--- config.mk ---
export PLATFORM = sky130hd
export DESIGN_NAME = dbtc_tenure
export DESIGN_NICKNAME = d
export VERILOG_FILES = /design/src/shared/dbtc_pkg.sv /design/src/design/dbtc_lane_parity.sv /design/src/design/dbtc_tenure.sv
export SDC_FILE = /design/constraint.sdc
export NUM_CORES = 1
export LEC_CHECK = 0
export ABC_AREA = 0
export BUFFER_PORTS_ARGS = -buffer_cell sky130_fd_sc_hd__buf_2
export CAP_MARGIN = 20
export CELL_PAD_IN_SITES_DETAIL_PLACEMENT = 2
export CELL_PAD_IN_SITES_GLOBAL_PLACEMENT = 2
export CORE_UTILIZATION = 28
export DETAILED_ROUTE_END_ITERATION = 10
export PLACE_DENSITY_LB_ADDON = 0.1
export SETUP_SLACK_MARGIN = 0.4
export SYNTH_ARGS = -nofsm -noshare
export SYNTH_HDL_FRONTEND = slang
export SYNTH_SLANG_ARGS = --single-unit
--- constraint.sdc ---
create_clock -name sys_clk -period 3.39 [get_ports sys_clk]
set_input_delay 0.1695 -clock sys_clk [delete_from_list [all_inputs] [get_ports sys_clk]]
set_output_delay 0.1695 -clock sys_clk [all_outputs]
set_load 0.01 [all_outputs]
--- src/shared/dbtc_pkg.sv ---
package dbtc_pkg;
	localparam int DBTC_DATA_W = 64;
	localparam int DBTC_LANES = 8;
	localparam int DBTC_LANE_W = 8;
	localparam int DBTC_QDEPTH = 4;
	localparam int DBTC_TAG_W = 4;
	localparam int DBTC_BEAT_W = 2;
	localparam logic [1:0] DBTC_BURST_LAST = 2'h3;
	localparam logic [1:0] DBTC_SINGLE_LAST = 2'h0;
	localparam logic [1:0] DBTC_BEAT_FIRST = 2'h0;
	localparam logic [1:0] DBTC_BEAT_STEP = 2'h1;
	localparam logic [63:0] DBTC_DATA_RST = 64'h0;
	localparam logic [7:0] DBTC_PAR_RST = 8'h0;

	typedef enum logic [1:0] {
		DBTC_IDLE,
		DBTC_BUSY,
		DBTC_RELEASE
	} dbtc_state_t;

	// one pending data tenure, queued at its transfer start
	typedef struct packed {
		logic isWrite;
		logic isBurst;
		logic [DBTC_TAG_W-1:0] tag;
	} dbtc_ent_t;

	// bus inputs, all active low
	typedef struct packed {
		logic grantN;
		logic writeOnlyN;
		logic busyN;
		logic dataRetryN;
		logic addrRetryN;
		logic startN;
		logic ackN;
		logic errAckN;
		logic disableN;
	} dbtc_busin_t;
endpackage : dbtc_pkg

--- src/design/dbtc_lane_parity.sv ---
`timescale 1ns/1ns
module dbtc_lane_parity #(
	parameter int LANES = dbtc_pkg::DBTC_LANES,
	parameter int LANE_W = dbtc_pkg::DBTC_LANE_W
) (
	input wire logic [LANES*LANE_W-1:0] genData,
	input wire logic [LANES*LANE_W-1:0] chkData,
	input wire logic [LANES-1:0] chkPar,
	output logic [LANES-1:0] genPar,
	output logic [LANES-1:0] laneErr
);
	import dbtc_pkg::*;

	// lane k sits at the top end: lane 0 is the most significant byte
	for (genvar k = 0; k < LANES; k++) begin : gLane
		localparam int HI = LANES*LANE_W - 1 - k*LANE_W;
		assign genPar[k] = ~^genData[HI -: LANE_W];
		assign laneErr[k] = ~^{chkData[HI -: LANE_W], chkPar[k]};
	end
endmodule : dbtc_lane_parity

--- src/design/dbtc_tenure.sv ---
`timescale 1ns/1ns
module dbtc_tenure #(
	parameter int QDEPTH = dbtc_pkg::DBTC_QDEPTH,
	parameter int TAG_W = dbtc_pkg::DBTC_TAG_W
) (
	input wire logic sys_clk,
	input wire logic sys_rst,
	input wire dbtc_pkg::dbtc_busin_t busIn,
	input wire logic [dbtc_pkg::DBTC_DATA_W-1:0] dataIn,
	input wire logic [dbtc_pkg::DBTC_LANES-1:0] parityIn,
	output logic [dbtc_pkg::DBTC_DATA_W-1:0] dataOut,
	output logic dataOe,
	output logic [dbtc_pkg::DBTC_LANES-1:0] parityOut,
	output logic parityOe,
	output logic dataBusyOutN,
	output logic dataBusyOe,
	input wire logic coreTsMine,
	input wire logic coreTsWrite,
	input wire logic coreTsBurst,
	input wire logic [TAG_W-1:0] coreTag,
	input wire logic [dbtc_pkg::DBTC_DATA_W-1:0] coreWrData,
	input wire logic parityGenEn,
	input wire logic parityChkEn,
	output logic [TAG_W-1:0] wrTag,
	output logic [dbtc_pkg::DBTC_BEAT_W-1:0] wrBeat,
	output logic [TAG_W-1:0] actTag,
	output logic [dbtc_pkg::DBTC_DATA_W-1:0] rdData,
	output logic rdValid,
	output logic rdRetry,
	output logic tenureDone,
	output logic tenureErr,
	output logic tenureRetry,
	output logic queueFull,
	output logic checkstop
);
	import dbtc_pkg::*;

	dbtc_state_t state_reg;
	logic [QDEPTH-1:0] valid_reg;
	dbtc_ent_t ent_reg [QDEPTH];
	logic [QDEPTH-1:0] shV;
	dbtc_ent_t shE [QDEPTH];
	logic [QDEPTH-1:0] valid_next;
	dbtc_ent_t ent_next [QDEPTH];
	logic actWrite_reg;
	logic actBurst_reg;
	logic [DBTC_BEAT_W-1:0] beat_reg;
	logic [TAG_W-1:0] wrTag_reg;
	logic [DBTC_BEAT_W-1:0] wrBeat_reg;
	logic [TAG_W-1:0] actTag_reg;
	logic [DBTC_DATA_W-1:0] dataOut_reg;
	logic [DBTC_LANES-1:0] parityOut_reg;
	logic dataOe_reg;
	logic parityOe_reg;
	logic dataBusyOutN_reg;
	logic dataBusyOe_reg;
	logic [DBTC_DATA_W-1:0] rdData_reg;
	logic rdValid_reg;
	logic rdRetry_reg;
	logic lastRdAck_reg;
	logic tenureDone_reg;
	logic tenureErr_reg;
	logic tenureRetry_reg;
	logic checkstop_reg;
	logic [DBTC_LANES-1:0] genPar;
	logic [DBTC_LANES-1:0] laneErr;
	logic qualGrant;
	logic push;
	logic wrFound;
	int unsigned wrSel;
	int unsigned selIdx;
	logic nextWrFound;
	logic [TAG_W-1:0] nextWrTag;
	logic ack;
	logic lastBeat;
	logic finalAck;
	logic abortErr;
	logic abortRetry;

	dbtc_lane_parity #(
		.LANES(DBTC_LANES),
		.LANE_W(DBTC_LANE_W)
	) uParity (
		.genData(coreWrData),
		.chkData(dataIn),
		.chkPar(parityIn),
		.genPar(genPar),
		.laneErr(laneErr)
	);

	// queue entries exist only after a transfer start
	assign qualGrant = state_reg == DBTC_IDLE && valid_reg[0] && !busIn.grantN
		&& busIn.busyN && busIn.dataRetryN && busIn.addrRetryN;
	assign push = !busIn.startN && coreTsMine && !valid_reg[QDEPTH-1];
	assign ack = state_reg == DBTC_BUSY && !busIn.ackN;
	assign lastBeat = beat_reg == (actBurst_reg ? DBTC_BURST_LAST : DBTC_SINGLE_LAST);
	assign abortErr = state_reg == DBTC_BUSY && !busIn.errAckN;
	assign abortRetry = state_reg == DBTC_BUSY && !busIn.addrRetryN && busIn.errAckN;
	assign finalAck = ack && lastBeat && !abortErr && !abortRetry;

	// oldest pending write, for out-of-order write tenures
	always_comb begin
		wrFound = 1'b0;
		wrSel = 0;
		for (int i = QDEPTH - 1; i >= 0; i--) begin
			if (valid_reg[i] && ent_reg[i].isWrite) begin
				wrFound = 1'b1;
				wrSel = i;
			end
		end
	end

	// permit sampled only on the qualified grant edge
	always_comb begin
		selIdx = 0;
		if (!busIn.writeOnlyN && wrFound) begin
			selIdx = wrSel;
		end
	end // head entry otherwise keeps address order

	// remove the granted entry, compacting the queue
	for (genvar i = 0; i < QDEPTH; i++) begin : gShift
		if (i < QDEPTH - 1) begin : gMid
			assign shV[i] = (qualGrant && i >= selIdx) ? valid_reg[i+1] : valid_reg[i];
			assign shE[i] = (qualGrant && i >= selIdx) ? ent_reg[i+1] : ent_reg[i];
		end else begin : gTop
			assign shV[i] = (qualGrant && i >= selIdx) ? 1'b0 : valid_reg[i];
			assign shE[i] = ent_reg[i];
		end
	end

	// append the new transfer start at the first free slot
	for (genvar i = 0; i < QDEPTH; i++) begin : gPush
		logic slotHere;
		if (i == 0) begin : gFirst
			assign slotHere = push && !shV[i];
		end else begin : gRest
			assign slotHere = push && !shV[i] && shV[i-1];
		end
		assign valid_next[i] = shV[i] || slotHere;
		assign ent_next[i] = slotHere ? dbtc_ent_t'{coreTsWrite, coreTsBurst, coreTag} : shE[i];
	end

	always_comb begin
		nextWrFound = 1'b0;
		nextWrTag = ent_next[0].tag;
		for (int i = QDEPTH - 1; i >= 0; i--) begin
			if (valid_next[i] && ent_next[i].isWrite) begin
				nextWrFound = 1'b1;
				nextWrTag = ent_next[i].tag;
			end
		end
	end

	always_ff @(posedge sys_clk) begin
		if (sys_rst) begin
			valid_reg <= '0;
		end else begin
			valid_reg <= valid_next;
		end
	end

	always_ff @(posedge sys_clk) begin
		for (int i = 0; i < QDEPTH; i++) begin
			ent_reg[i] <= ent_next[i];
		end
	end

	// tenure sequencing
	always_ff @(posedge sys_clk) begin
		if (sys_rst) begin
			state_reg <= DBTC_IDLE;
			actWrite_reg <= 1'b0;
			actBurst_reg <= 1'b0;
			actTag_reg <= '0;
			beat_reg <= DBTC_BEAT_FIRST;
		end else begin
			case (state_reg)
				DBTC_IDLE: begin
					if (qualGrant) begin
						state_reg <= DBTC_BUSY;
						actWrite_reg <= ent_reg[selIdx].isWrite;
						actBurst_reg <= ent_reg[selIdx].isBurst;
						actTag_reg <= ent_reg[selIdx].tag;
						beat_reg <= DBTC_BEAT_FIRST;
					end
				end
				DBTC_BUSY: begin
					if (abortErr || abortRetry || finalAck) begin
						state_reg <= DBTC_RELEASE;
					end else if (ack) begin
						beat_reg <= beat_reg + DBTC_BEAT_STEP;
					end
				end
				DBTC_RELEASE: begin
					state_reg <= DBTC_IDLE;
				end
				default: begin
					state_reg <= DBTC_IDLE;
				end
			endcase
		end
	end

	// busy: driven low in tenure, high one cycle, then released
	always_ff @(posedge sys_clk) begin
		if (sys_rst) begin
			dataBusyOutN_reg <= 1'b1;
			dataBusyOe_reg <= 1'b0;
		end else begin
			dataBusyOutN_reg <= !(qualGrant || (state_reg == DBTC_BUSY
				&& !abortErr && !abortRetry && !finalAck));
			dataBusyOe_reg <= qualGrant || state_reg == DBTC_BUSY;
		end
	end

	// write data: beat with busy, advance after each ack but the last
	always_ff @(posedge sys_clk) begin
		if (sys_rst) begin
			dataOut_reg <= DBTC_DATA_RST;
			parityOut_reg <= DBTC_PAR_RST;
			dataOe_reg <= 1'b0;
			parityOe_reg <= 1'b0;
		end else begin
			if ((qualGrant && ent_reg[selIdx].isWrite)
				|| (ack && actWrite_reg && !lastBeat)) begin
				// every lane passes whatever the core holds
				dataOut_reg <= coreWrData;
				parityOut_reg <= genPar;
			end
			if (qualGrant) begin
				dataOe_reg <= ent_reg[selIdx].isWrite && busIn.disableN;
			end else if (state_reg == DBTC_BUSY && actWrite_reg && !abortErr
				&& !abortRetry && !finalAck) begin
				dataOe_reg <= busIn.disableN;
			end else begin
				dataOe_reg <= 1'b0;
			end
			if (qualGrant) begin
				parityOe_reg <= ent_reg[selIdx].isWrite && busIn.disableN && parityGenEn;
			end else if (state_reg == DBTC_BUSY && actWrite_reg && !abortErr
				&& !abortRetry && !finalAck) begin
				parityOe_reg <= busIn.disableN && parityGenEn;
			end else begin
				parityOe_reg <= 1'b0;
			end
		end
	end

	// beat the core must present on coreWrData
	always_ff @(posedge sys_clk) begin
		if (sys_rst) begin
			wrTag_reg <= '0;
			wrBeat_reg <= DBTC_BEAT_FIRST;
		end else if (qualGrant) begin
			wrTag_reg <= ent_reg[selIdx].tag;
			wrBeat_reg <= DBTC_BEAT_STEP;
		end else if (state_reg == DBTC_BUSY) begin
			if (ack && actWrite_reg && !lastBeat) begin
				wrBeat_reg <= wrBeat_reg + DBTC_BEAT_STEP;
			end
		end else begin
			wrTag_reg <= nextWrFound ? nextWrTag : wrTag_reg;
			wrBeat_reg <= DBTC_BEAT_FIRST;
		end
	end

	// reads: capture with ack, retry the cycle after
	always_ff @(posedge sys_clk) begin
		if (sys_rst) begin
			rdData_reg <= DBTC_DATA_RST;
			rdValid_reg <= 1'b0;
			rdRetry_reg <= 1'b0;
			lastRdAck_reg <= 1'b0;
		end else begin
			rdValid_reg <= ack && !actWrite_reg && !abortErr;
			lastRdAck_reg <= ack && !actWrite_reg && !abortErr;
			rdRetry_reg <= lastRdAck_reg && !busIn.dataRetryN;
			if (ack && !actWrite_reg) begin
				rdData_reg <= dataIn;
			end
		end
	end

	always_ff @(posedge sys_clk) begin
		if (sys_rst) begin
			checkstop_reg <= 1'b0;
		end else if (ack && !actWrite_reg && parityChkEn && |laneErr) begin
			checkstop_reg <= 1'b1;
		end
	end

	always_ff @(posedge sys_clk) begin
		if (sys_rst) begin
			tenureDone_reg <= 1'b0;
			tenureErr_reg <= 1'b0;
			tenureRetry_reg <= 1'b0;
		end else begin
			tenureDone_reg <= finalAck;
			tenureErr_reg <= abortErr;
			tenureRetry_reg <= abortRetry;
		end
	end

	assign dataOut = dataOut_reg;
	assign parityOut = parityOut_reg;
	assign dataOe = dataOe_reg;
	assign parityOe = parityOe_reg;
	assign dataBusyOutN = dataBusyOutN_reg;
	assign dataBusyOe = dataBusyOe_reg;
	assign wrTag = wrTag_reg;
	assign wrBeat = wrBeat_reg;
	assign actTag = actTag_reg;
	assign rdData = rdData_reg;
	assign rdValid = rdValid_reg;
	assign rdRetry = rdRetry_reg;
	assign tenureDone = tenureDone_reg;
	assign tenureErr = tenureErr_reg;
	assign tenureRetry = tenureRetry_reg;
	assign queueFull = valid_reg[QDEPTH-1];
	assign checkstop = checkstop_reg;
endmodule : dbtc_tenure

## Word-level counts from Yosys, hierarchy flattened

Memories as Yosys holds them, arrays and structs flattened.
Cells that the tools add are included.

| word-level totals | value |
|---|---|
| bits in registers | 166 |
| bits in writable memories | 24 |
| input port bits | 156 |
| output and inout port bits | 157 |
| word-level logic and storage cells | 188 |
| memories | 1 |

| operators by class | value |
|---|---|
| add/subtract/negate cells | 2 |
| magnitude comparators | 4 |
| eq/ne operators | 8 |
| mux-type cells | 46 |
| bitwise logic cells | 1 |
| reductions and logical operators | 104 |

Memory list:

| name | words | width | rd ports | clocked after memory_dff | wr ports | line | RTL |
|---|---|---|---|---|---|---|---|
| ent_reg | 4 | 6 | 5 | 0 | 4 | dbtc_tenure.sv:40 | `dbtc_ent_t ent_reg [QDEPTH];` |

Operators with widths:

| cell | number |
|---|---|
| 9-bit XNOR reduction | 8 |
| 1-bit by 32-bit greater-or-equal comparator with 1-bit output, first input constant | 2 |
| 2-bit by 32-bit greater-or-equal comparator with 1-bit output, first input constant | 2 |
| 32-bit 2-to-1 mux | 2 |
| 8-bit XNOR reduction | 8 |
| 1-bit logical AND | 52 |
| 6-bit 2-to-1 mux | 7 |
| 4-bit 2-to-1 mux | 7 |
| 1-bit 2-to-1 mux | 19 |
| 1-bit logical NOT | 18 |
| 2-bit 2-to-1 mux | 9 |
| 1-bit logical OR | 9 |
| 2-bit != test, second input constant | 4 |
| 2-bit one-hot mux with 2 select lines | 2 |
| 8-bit OR reduction | 1 |
| 2-bit AND reduction | 3 |
| 2-bit by 1-bit adder with 2-bit output, second input constant | 2 |
| 4-bit AND reduction | 1 |
| 2-bit nonzero test | 2 |
| 3-bit by 2-bit != test with 1-bit output, second input constant | 1 |
| 3-bit OR reduction | 1 |
| 2-bit by 1-bit equality test with 1-bit output, second input constant | 1 |
| 2-bit equality test | 1 |
| 2-bit logical NOT | 1 |
| other kinds (2) | 2 |

## Longest topological paths before layout

Gate-level depths: netlist of the first run.
An unclocked memory read counts as a cell.

| depth | value |
|---|---|
| depth in word-level cells | 23 |
| mapped depth | 11 |
| depth with buffers taken out | 8 |

## Cells and area by module

A second synthesis of the first run with hierarchy kept.

| second synthesis, totals | value |
|---|---|
| cell total of the unflattened synthesis | 1,035 |
| area, all modules | 8,672.1 um^2 |

Modules (own cells, without submodules):

| module | times used | cells an instance | area each (um^2) | seq. area each (um^2) |
|---|---|---|---|---|
| dbtc_tenure | 1 | 923 | 7,581.0 | 3,843.7 |
| dbtc_lane_parity | 1 | 112 | 1,091.0 | 0.0 |

## Worst setup path after synthesis of the first run

No wires, ideal clock.

| timing path | value |
|---|---|
| kind | flip-flop to flip-flop |
| start point | reg state_reg[1] |
| end point | reg wrTag_reg[3] (netlist: wrTag[3]) |
| library setup time | 0.116 ns |
| data arrival time | 2.700 ns |
| required time | 3.274 ns |
| path slack | 0.574 ns |
| cell stages (with the launch flop) | 8 |
| buffers on the path | 0 |
| clock period less this slack | 2.816 ns |
| cell sequence | dfxtp_1 > or4b_4 > a311oi_4 > nand2_4 > a2111oi_4 > a211oi_2 > o41a_4 > o211a_1 |

| on the way | value |
|---|---|
| cells in the longest elaborated chain, start to end | 20 |
| elaborated cells between the ends (all ways) | 55 |
| those cells by class | 2 x eq/ne; 22 x mux; 31 x reduce/logical |

RTL lines:

| element | line | RTL |
|---|---|---|
| start, declared | dbtc_tenure.sv:38 | `dbtc_state_t state_reg;` |
| start signal, assigned | dbtc_tenure.sv:172 | `state_reg <= DBTC_IDLE;` |
| start signal, assigned | dbtc_tenure.sv:181 | `state_reg <= DBTC_BUSY;` |
| start signal, assigned | dbtc_tenure.sv:190 | `state_reg <= DBTC_RELEASE;` |
| 2-bit logical NOT | dbtc_tenure.sv:92 | `assign qualGrant = state_reg == DBTC_IDLE && valid_reg[0] && !busIn.grantN` |
| 1-bit logical AND (2 in a row) | dbtc_tenure.sv:92 |  |
| 1-bit logical AND (3 in a row) | dbtc_tenure.sv:93 | `&& busIn.busyN && busIn.dataRetryN && busIn.addrRetryN;` |
| 1-bit logical AND | dbtc_tenure.sv:127 | `assign shV[i] = (qualGrant && i >= selIdx) ? 1'b0 : valid_reg[i];` |
| 1-bit 2-to-1 mux | dbtc_tenure.sv:127 |  |
| 1-bit logical NOT | dbtc_tenure.sv:138 | `assign slotHere = push && !shV[i] && shV[i-1];` |
| 1-bit logical AND (2 in a row) | dbtc_tenure.sv:138 |  |
| 6-bit 2-to-1 mux or 1-bit logical OR (tied branches) | dbtc_tenure.sv:141, dbtc_tenure.sv:140 |  |
| 1-bit logical AND | dbtc_tenure.sv:148 | `if (valid_next[i] && ent_next[i].isWrite) begin` |
| 4-bit 2-to-1 mux (4 in a row) | dbtc_tenure.sv:148 |  |
| 4-bit 2-to-1 mux | dbtc_tenure.sv:263 | `wrTag_reg <= nextWrFound ? nextWrTag : wrTag_reg;` |
| 4-bit 2-to-1 mux | dbtc_tenure.sv:258 | `end else if (state_reg == DBTC_BUSY) begin` |
| 4-bit 2-to-1 mux | dbtc_tenure.sv:255 | `end else if (qualGrant) begin` |
| end signal, assigned | dbtc_tenure.sv:256 | `wrTag_reg <= ent_reg[selIdx].tag;` |
| end signal, assigned | dbtc_tenure.sv:263 |  |
| end, declared | dbtc_tenure.sv:48 | `logic [TAG_W-1:0] wrTag_reg;` |

Several ways; a longest one is shown, not always the timed one. The select of a mux whose other input is x is not followed.
A chain may end at the register's enable or synchronous reset.

## Worst setup path after layout of the first run

Same ends and word-level chain as after synthesis.

==> results.md, run 1 <==
- WP data arrival: 3180 ps
- VDD IR-drop max: 0.285 mV
- Initial Utilization: 28.8%
- # nets final: 1607
- Outcome: completed
- Post-synth top area cell: dfxtp_1
- Met3 wire length: 2220 microns
- MaxCap Viol Count: 0
- Area contributors post-synth: dfxtp_1 43%, nand2_1 13%, xnor2_1 11%
- Switching share of power: 27.9%
- Area grow syn2layout: 45.2%
- Vias in the first global route: 9691
- F_max: 351 MHz
- Num CTS Buffers: 17
- Met1 wire length: 14900 microns
- Root Buffer: clkbuf_16
- # rows: 63
- Pin count of the biggest net entering global routing: 108
- Routed length per instance: 19.1 microns
- DRC Markers: 0
- H-Tree Depth: 4
- CTS tree: yes
- Ys async rst share: 0%
- Mapped Cells: 1031
- Met2 WL post-DR: 17600 microns
- Post-synth EDFFs: 4
- Final total power: 5.34 mW
- Max Transition Viols Final: 0
- Initial antenna violation count: 5
- Worst clock skew: 12.7 ps
- Critical Path RT: 3720 ps
- Total grt overflow: 0
- Netlist cell types: 64
- Die ar.: 31500 sq um
- Top-area cell type share of the netlist area: 43.1%
- NetSw: 1.49 mW
- Slew HR: 52.1%
- Clock slew at reported path FFs: 70 ps
- RSZ-0062 raised after global routing: false
- Clock sinks: 190
- Least-Margin Pin Slew: 719 ps
- Tcrit/Tclk final: 83.9%
- Top_reg_cell synth: dfxtp_1
- Clock share of power: 37.3%
- Hold Path Class: in2reg
- Die Height: 178 microns
- Final Hold Viols: 0
- CP Class: reg2reg
- Fin Setup TNS: 0 ps
- Final setup vio count: 0
- FF+latch count, synth: 190
- Sequential area share after synthesis: 44.5%
- DR top layer: met5
- GP Congestion: 0.827
- Synth Net Count: 1187
- Latest clock arrival within the worst-skew pair: 440 ps
- P_leak: 5.16 nW
- Yosys warning count: 0
- Post-DP HPWL: 24400 microns
- Comb pwr share: 17.6%
- Seq pwr share: 45.1%
- Antenna Violating Nets Remaining: 0
- I/O pin cnt: 313
- Via count: 8957
- Bufs on Longest Clock Path: 2
- Startpoint types: flop
- First-pass GRT wire length: 54000 microns
- Initial DRC count: 291
- Die X: 178 microns
- PortBufs: 312
- Syn_area_per_cell: 8.38 sq um
- Critical-path maximum fanout: 10
- Via density: 4.82
- Crit path capture type: flop
- Synthesized cell area: 8640 sq um
- Routed Wire Length: 35400 microns
- Gr usage total: 22.2%
- Power density over the cells: 426 nW/um^2
- Core ar.: 30000 sq um
- Drt pass-1 iters: 4
- Layout cells sized above 1: 28.2%
- Pint: 3.85 mW
- Min cycle time layout: 2850 ps
[repair_timing]
| action | 4_1_cts | 5_1_grt |
|---|---|---|
| resized for setup | 5 | 8 |
| pin swaps | 0 | 1 |
| hold endpoints to repair | 129 | 0 |
| hold buffers | 127 | 0 |
| setup buffers | 0 | 1 |
| endpoints found under the setup margin | 4 | 4 |
[per-stage QoR]
stage          hold slack [ps]  instance area (sq um)  worst slack, ps  util (%)  instances
6_report                  15.1                  12500              545      41.9       1857
5_1_grt                   7.24                  12500              403      41.9       1855
4_1_cts                  0.492                  12500              411      41.7       1852
3_5_place_dp               383                  10600             90.1      35.5       1694
3_3_place_gp               367                  10600              209      35.5       1694
2_1_floorplan              246                   8640              574         -       1031
[cells by family (layout without fill, tap and decap cells)]
group / count (synthesis) / after routing / synth area share, %
and+or+nand+nor: 380 / 380 / 18.2
AOI/OAI and AO/OA: 221 / 221 / 15.4
DFF: 190 / 190 / 44.5
xor gates and xnor gates: 122 / 122 / 12.4
buffers and inverters: 74 / 506 / 3.65
muxes: 44 / 44 / 5.84
other: 0 / 4 / 0
[critical path, cell delays in order (launching register included)]
cell and delay (ps):
dfxtp_1 340, or4b_4 590, a2111oi_1 540, o21ai_2 310, mux2_2 330, mux2i_1 80
o2111ai_1 250, o2111ai_2 150, o211a_1 150
[area by class of cell]
type / instances / area [sq um]
multi-input cells: 767 / 4550
clock inverters: 10 / 106
diodes: 4 / 10.0
clock buffers: 21 / 450
fillers: 3407 / 17400
flip-flops and latches: 190 / 3840
well taps: 390 / 488
inverters: 17 / 63.8
repair buffers: 458 / 3030
[power groups by stage]
stage	clock network, mW	logic [mW]	registers (mW)
floorplan	0	0.516	2.43
global placement	0	0.801	2.46
detailed placement	0	0.811	2.46
CTS	2.07	0.940	2.41
global route	2.15	1.02	2.42
finish	1.99	0.941	2.41
[layout by cell type, fill, tap and decap left out, drive strengths merged, types with 8 or more instances in the layout]
| cell | netlist | final |
|---|---|---|
| buf | 5 | 331 |
| nand2 | 301 | 301 |
| dfxtp | 186 | 186 |
| a21oi | 155 | 155 |
| dlygate4sd3 | 0 | 127 |
| xnor2 | 113 | 113 |
| nor2 | 25 | 25 |
| mux2i | 23 | 23 |
| inv | 17 | 21 |
| clkbuf | 52 | 21 |
| mux2 | 18 | 18 |
| o21ai | 17 | 17 |
| nor3 | 12 | 12 |
| nand3 | 11 | 11 |
| xor2 | 9 | 9 |
| o211ai | 9 | 9 |
| a31oi | 8 | 8 |
[final timing paths]
check	cells past startpoint	to	slack (ps)	from
max	8	wrTag[3]$_SDFFE_PP0P_	540	state_reg[1]$_SDFFE_PP0P_
max reg2reg	8	wrTag[3]$_SDFFE_PP0P_	540	state_reg[1]$_SDFFE_PP0P_
min	3	rdData[18]$_SDFFE_PP0P_	20	dataIn[18]
min reg2reg	2	dataOut[56]$_SDFFE_PP0P_	450	dataOut[56]$_SDFFE_PP0P_
[cells in the mapped netlist, types with 3 or more instances]
cell type,n
mux2i_1,23
nand2_1,300
and2_1,7
inv_1,17
nor2_1,24
a21oi_1,155
mux2_2,18
dfxtp_1,186
a31oi_1,8
o21ai_0,15
a2111oi_0,6
and3_1,4
clkbuf_1,50
nor4_1,3
xnor2_1,113
o211ai_1,8
edfxtp_1,4
nand3_1,11
a41oi_1,3
xor2_1,9
nor3_1,12
[layer usage]
metal,track usage (%),vias to the layer above
met5,0,-
met4,6.98,2
met3,5.93,47
met2,39.3,261
met1,25.9,4345
li1,-,4302
(Power assumes the default switching activity.)
==> run 2, diff against run 1 <==
Clock period 3.39 ns to 3 ns, I/O delays scaled along.
==> results.md, run 2 (same netlist as run 1, synthesis figures left out) <==
- Outcome: completed (unchanged)
- CP Class: reg2reg (unchanged)
- VDD IR-drop max: 0.289 mV (was 0.285 mV)
- WP data arrival: 2990 ps (was 3180 ps)
- R2r startpoint: state_reg[0]$_SDFFE_PP0P_ (was state_reg[1]$_SDFFE_PP0P_)
- Core ar.: 30000 sq um (unchanged)
- GP Congestion: 0.817 (was 0.827)
- Clock share of power: 38.0% (was 37.3%)
- Gr usage total: 22.8% (was 22.2%)
- Num CTS Buffers: 17 (unchanged)
- CTS tree: yes (unchanged)
- Post-DP HPWL: 24600 microns (was 24400 microns)
- Drt pass-1 iters: 4 (unchanged)
- Clock slew at reported path FFs: 70 ps (about the same)
- Layout cells sized above 1: 29.6% (was 28.2%)
- Via density: 4.83 (was 4.82)
- Critical path cell sequence: or4b_4 > a311oi_4 > nand2_4 > a211o_4 > a211oi_4 > o41a_4 > o2111ai_2 > o211a_1 (was or4b_4 > a2111oi_1 > o21ai_2 > mux2_2 > mux2i_1 > o2111ai_1 > o2111ai_2 > o211a_1)
- Placed Area: 10700 sq um (was 10600 sq um)
- Final total power: 6.18 mW (was 5.34 mW)
- Die Height: 178 microns (unchanged)
- MaxCap Viol Count: 0 (unchanged)
- CP startpoint: state_reg[0]$_SDFFE_PP0P_ (was state_reg[1]$_SDFFE_PP0P_)
- Vias in the first global route: 9989 (was 9691)
- Final Cell Area: 12800 sq um (was 12500 sq um)
- F_max: 375 MHz (was 351 MHz)
- Routed Wire Length: 36400 microns (was 35400 microns)
- RSZ-0062 raised after global routing: true (was false)
- Routed length per instance: 19.4 microns (was 19.1 microns)
- Worst min-delay path startpoint: busIn[0] (was dataIn[18])
- CP max stage delay: 570 ps (was 590 ps)
- Power density over the cells: 482 nW/um^2 (was 426 nW/um^2)
- Switching share of power: 27.7% (was 27.9%)
- First-pass GRT wire length: 55600 microns (was 54000 microns)
- Pin count of the biggest net entering global routing: 115 (was 108)
- Critical Path RT: 3330 ps (was 3720 ps)
- Least-Margin Pin Slew: 716 ps (was 719 ps)
- Area grow syn2layout: 48.5% (was 45.2%)
- NetSw: 1.71 mW (was 1.49 mW)
- H-Tree Depth: 4 (unchanged)
- Antenna diode count: 0 (was 4)
- Crit path capture type: flop (unchanged)
- Antenna Violating Nets Remaining: 0 (unchanged)
- Die ar.: 31500 sq um (unchanged)
- # rows: 63 (unchanged)
- Hold Path Class: in2reg (unchanged)
- Worst clock skew: 17.1 ps (was 12.7 ps)
- Min cycle time layout: 2670 ps (was 2850 ps)
- Max Transition Viols Final: 0 (unchanged)
- Bufs on Longest Clock Path: 2 (unchanged)
- Crit-path slowest cell: or4b_4 (unchanged)
- DRC Markers: 0 (unchanged)
- Startpoint types: flop (unchanged)
- Seq pwr share: 44.2% (was 45.1%)
- Commonest cells after routing, fill and taps aside: 311 x buf_2, 300 x nand2_1, 181 x dfxtp_1 (was 311 x buf_2, 299 x nand2_1, 185 x dfxtp_1)
- Final setup vio count: 0 (unchanged)
- Die X: 178 microns (unchanged)
- Initial Utilization: 28.8% (unchanged)
- Non-filler instance count after layout: 1875 (was 1857)
- Initial DRC count: 327 (was 291)
- PortBufs: 312 (unchanged)
- Slew HR: 52.3% (was 52.1%)
- Total grt overflow: 0 (unchanged)
- Tcrit/Tclk final: 88.9% (was 83.9%)
- Final Hold Viols: 0 (unchanged)
- Critical-path maximum fanout: 8 (was 10)
- Cells after DPL: 1701 (was 1694)
- Latest clock arrival within the worst-skew pair: 440 ps (about the same)
- Comb pwr share: 17.8% (was 17.6%)
- Most common cell after layout, fill and taps aside: buf_2 (unchanged)
- # nets final: 1630 (was 1607)
- I/O pin cnt: 313 (unchanged)
- Pint: 4.47 mW (was 3.85 mW)
- Fin Setup TNS: 0 ps (unchanged)
- Clock sinks: 190 (unchanged)
- Root Buffer: clkbuf_16 (unchanged)
- Initial antenna violation count: 1 (was 5)
- Via count: 9050 (was 8957)
- P_leak: 5.30 nW (was 5.16 nW)
==> run 2: cell type report <==
type                    count  area, sq um
fillers                  3429        17100
multi-input cells         767         4610
flip-flops and latches    190         3850
repair buffers            481         3230
well taps                 390          488
clock buffers              19          453
clock inverters            11          133
inverters                  17         63.8
==> run 2: path summary, 6_finish.rpt <==
| path | end | slack (ps) | cells past startpoint |
|---|---|---|---|
| worst max-delay path | wrTag[3]$_SDFFE_PP0P_ | 330 | 8 |
| worst min-delay path | dataOe$_SDFF_PP0_ | 40 | 3 |
| worst max register to register | wrTag[3]$_SDFFE_PP0P_ | 330 | 8 |
| worst min register to register | dataOut[51]$_SDFFE_PP0P_ | 450 | 2 |
==> run 2: critical path, delay by kind of cell (launching register included) <==
family	cells	cell delay, ps
compound gates	6	1500
flops	1	340
simple gates	2	720
==> run 2: power groups by stage <==
| stage | logic [mW] | clock network (mW) | registers, mW |
|---|---|---|---|
| floorplan | 0.587 | 0 | 2.74 |
| detailed placement | 0.925 | 0 | 2.79 |
| CTS | 1.09 | 2.44 | 2.73 |
| global route | 1.18 | 2.52 | 2.74 |
| global placement | 0.918 | 0 | 2.79 |
| finish | 1.10 | 2.35 | 2.73 |
==> run 2: what timing repair did <==
action,CTS,global route
hold endpoints to repair,135,0
endpoints found under the setup margin,47,47
pin swaps,6,2
hold buffers,134,0
gates resized for setup,17,12
buffers inserted,8,2
==> run 2: per-stage QoR <==
| step | utilization, % | hold WS [ps] | worst slack [ps] |
|---|---|---|---|
| floorplan | - | 226 | 272 |
| global placement | 35.8 | 354 | 243 |
| detailed placement | 35.8 | 354 | 120 |
| CTS | 42.6 | 21.2 | 359 |
| global route | 42.8 | 27.3 | 218 |
| finish | 42.8 | 41.6 | 333 |
==> run 2: layer usage <==
metal	up-vias	wire, microns	GRT usage (%)
met1	4400	15300	26.2
met3	50	2170	5.76
li1	4336	-	-
met4	2	907	7.41
met2	262	18000	41.0
met5	-	13	0
==> run 3, diff against run 2 <==
Settings changed: PLACE_DENSITY_LB_ADDON 0.1 to 0.15.
==> results.md, run 3 (same netlist as run 1, synthesis figures left out) <==
- Clock sinks: 190 (unchanged)
- Utilization after layout: 43.5% (was 42.8%)
- Initial antenna violation count: 3 (was 1)
- First-pass GRT wire length: 58300 microns (was 55600 microns)
- Pin count of the biggest net entering global routing: 75 (was 115)
- Comb pwr share: 18.6% (was 17.8%)
- Gr usage total: 24.2% (was 22.8%)
- Tcrit/Tclk final: 92.4% (was 88.9%)
- Critical-path maximum fanout: 8 (unchanged)
- Num CTS Buffers: 17 (unchanged)
- CP startpoint: valid_reg[0]$_SDFF_PP0_ (was state_reg[0]$_SDFFE_PP0P_)
- Most common cell after layout, fill and taps aside: buf_2 (unchanged)
- Register area: 3850 sq um (about the same)
- Crit path capture type: flop (unchanged)
- Slew HR: 52.8% (was 52.3%)
- Layout cells sized above 1: 30.3% (was 29.6%)
- Pint: 4.55 mW (was 4.47 mW)
- Bufs on Longest Clock Path: 2 (unchanged)
- CTS tree: yes (unchanged)
- VDD IR-drop max: 0.343 mV (was 0.289 mV)
- R2r worst-path depth: 8 (unchanged)
- Area grow syn2layout: 50.7% (was 48.5%)
- Initial DRC count: 275 (was 327)
- MaxCap Viol Count: 0 (unchanged)
- Root Buffer: clkbuf_16 (unchanged)
- Latest clock arrival within the worst-skew pair: 450 ps (was 440 ps)
- Non-filler instance count after layout: 1897 (was 1875)
- Via count: 9275 (was 9050)
- Via density: 4.89 (was 4.83)
- Max Transition Viols Final: 0 (unchanged)
- Die Height: 178 microns (unchanged)
- CP Class: reg2reg (unchanged)
- Worst clock skew: 10.8 ps (was 17.1 ps)
- Antenna Violating Nets Remaining: 0 (unchanged)
- P_leak: 5.38 nW (was 5.30 nW)
- Final Hold Viols: 0 (unchanged)
- NetSw: 1.72 mW (was 1.71 mW)
- GP Congestion: 0.809 (was 0.817)
- Routed Wire Length: 38400 microns (was 36400 microns)
- Clock slew at reported path FFs: 70 ps (about the same)
- Critical Path RT: 3330 ps (about the same)
- M1 GR Usage: 26.1% (was 26.2%)
- Min cycle time layout: 2770 ps (was 2670 ps)
- Cells after DPL: 1712 (was 1701)
- M3 GR Usage: 6.13% (was 5.76%)
- Hold Path Class: in2reg (unchanged)
- Die ar.: 31500 sq um (unchanged)
- Fin Setup TNS: 0 ps (unchanged)
- Core ar.: 30000 sq um (unchanged)
- Area occupied by multi-input gates: 4630 sq um (was 4610 sq um)
- H-Tree Depth: 4 (unchanged)
- Commonest cells after routing, fill and taps aside: 311 x buf_2, 300 x nand2_1, 184 x dfxtp_1 (was 311 x buf_2, 300 x nand2_1, 181 x dfxtp_1)
- Post-DP HPWL: 24900 microns (was 24600 microns)
- # rows: 63 (unchanged)
- Clock share of power: 37.9% (was 38.0%)
- Seq pwr share: 43.5% (was 44.2%)
- Startpoint types: flop (unchanged)
- RSZ-0062 raised after global routing: true (unchanged)
- Power density over the cells: 481 nW/um^2 (was 482 nW/um^2)
- GR Util met2: 44.0% (was 41.0%)
- WP data arrival: 3110 ps (was 2990 ps)
- Worst hold slack: 20.6 ps (was 41.6 ps)
- Worst min-delay path startpoint: coreWrData[45] (was busIn[0])
- Switching share of power: 27.4% (was 27.7%)
- Drt pass-1 iters: 4 (unchanged)
- Vias in the first global route: 10500 (was 9989)
- Final setup vio count: 0 (unchanged)
- Fillers: 3351 (was 3429)
- PortBufs: 312 (unchanged)
- Most Crowded Layer GR: met2 (unchanged)
- Initial Utilization: 28.8% (unchanged)
- Final Cell Area: 13000 sq um (was 12800 sq um)
- I/O pin cnt: 313 (unchanged)
- Outcome: completed (unchanged)
- Hold Path Stages: 3 (unchanged)
- DRC Markers: 0 (unchanged)
- # nets final: 1648 (was 1630)
- Routed length per instance: 20.3 microns (was 19.4 microns)
- Placed Area: 10800 sq um (was 10700 sq um)
- R2r startpoint: valid_reg[0]$_SDFF_PP0_ (was state_reg[0]$_SDFFE_PP0P_)
- Die X: 178 microns (unchanged)
- F_max: 361 MHz (was 375 MHz)
- Least-Margin Pin Slew: 708 ps (was 716 ps)
- Total grt overflow: 0 (unchanged)
run 3: cell types whose count changed in the layout (fill, tap and decap cells not counted), moves of 2 or more:
cell and change:
buf_4 +15, clkbuf_8 +4, dfxtp_1 +3, dfxtp_2 -3
inv_6 -3, mux2i_4 +3, clkinv_4 -2, clkinvlp_4 +2
diode_2 +2, dlygate4sd3_1 +2, mux2i_1 -2
run 3: timing repair:
item,CTS,global route
endpoints found under the hold margin,140,0
gates resized for setup,21,9
endpoints found under the setup margin,5,12
setup buffers,12,3
pin swaps,15,4
hold buffers,136,0
run 3: cell type report:
cell class / count / area share [%]
Sequential cell: 190 / 29.5
Tap cell: 390 / 3.75
Inverter: 17 / 0.490
Multi-Input combinational cell: 767 / 35.6
Antenna cell: 2 / 0.0385
Timing Repair Buffer: 499 / 25.9
Clock inverter: 7 / 0.567
Clock buffer: 25 / 4.12
run 3: through the flow:
step | setup WS [ps] | power [mW]
global placement | 220 | 3.71
global route | 98.4 | 6.53
detailed placement | 166 | 3.72
floorplan | 272 | 3.33
finish | 228 | 6.27
CTS | 361 | 6.31
run 3: path summary, 6_finish.rpt:
kind,end,slack (ps)
worst max-delay path,wrTag[3]$_SDFFE_PP0P_,230
worst max register to register,wrTag[3]$_SDFFE_PP0P_,230
worst min-delay path,dataOut[45]$_SDFFE_PP0P_,20
worst min register to register,dataOut[30]$_SDFFE_PP0P_,450
run 3: power by group through the flow:
stage	clock network (mW)	logic (mW)	registers [mW]
after global routing	2.54	1.25	2.74
after CTS	2.45	1.13	2.72
after global placement	0	0.930	2.78
final	2.38	1.16	2.73
after floorplan	0	0.587	2.74
after detailed placement	0	0.946	2.78
run 3: worst max-delay path: stages (launching register included):
cell and delay (ps):
dfxtp_1 350, a21oi_1 350, buf_4 220, nand2_1 60
a221oi_1 410, o32ai_2 220, a31o_2 260, o41a_4 540
o211a_1 240
run 3: per-layer routing:
| layer | routed length (microns) | up-vias |
|---|---|---|
| met2 | 19400 | 291 |
| met4 | 1430 | 2 |
| met5 | 15 | - |
| met1 | 15100 | 4530 |
| li1 | - | 4375 |
| met3 | 2400 | 77 |
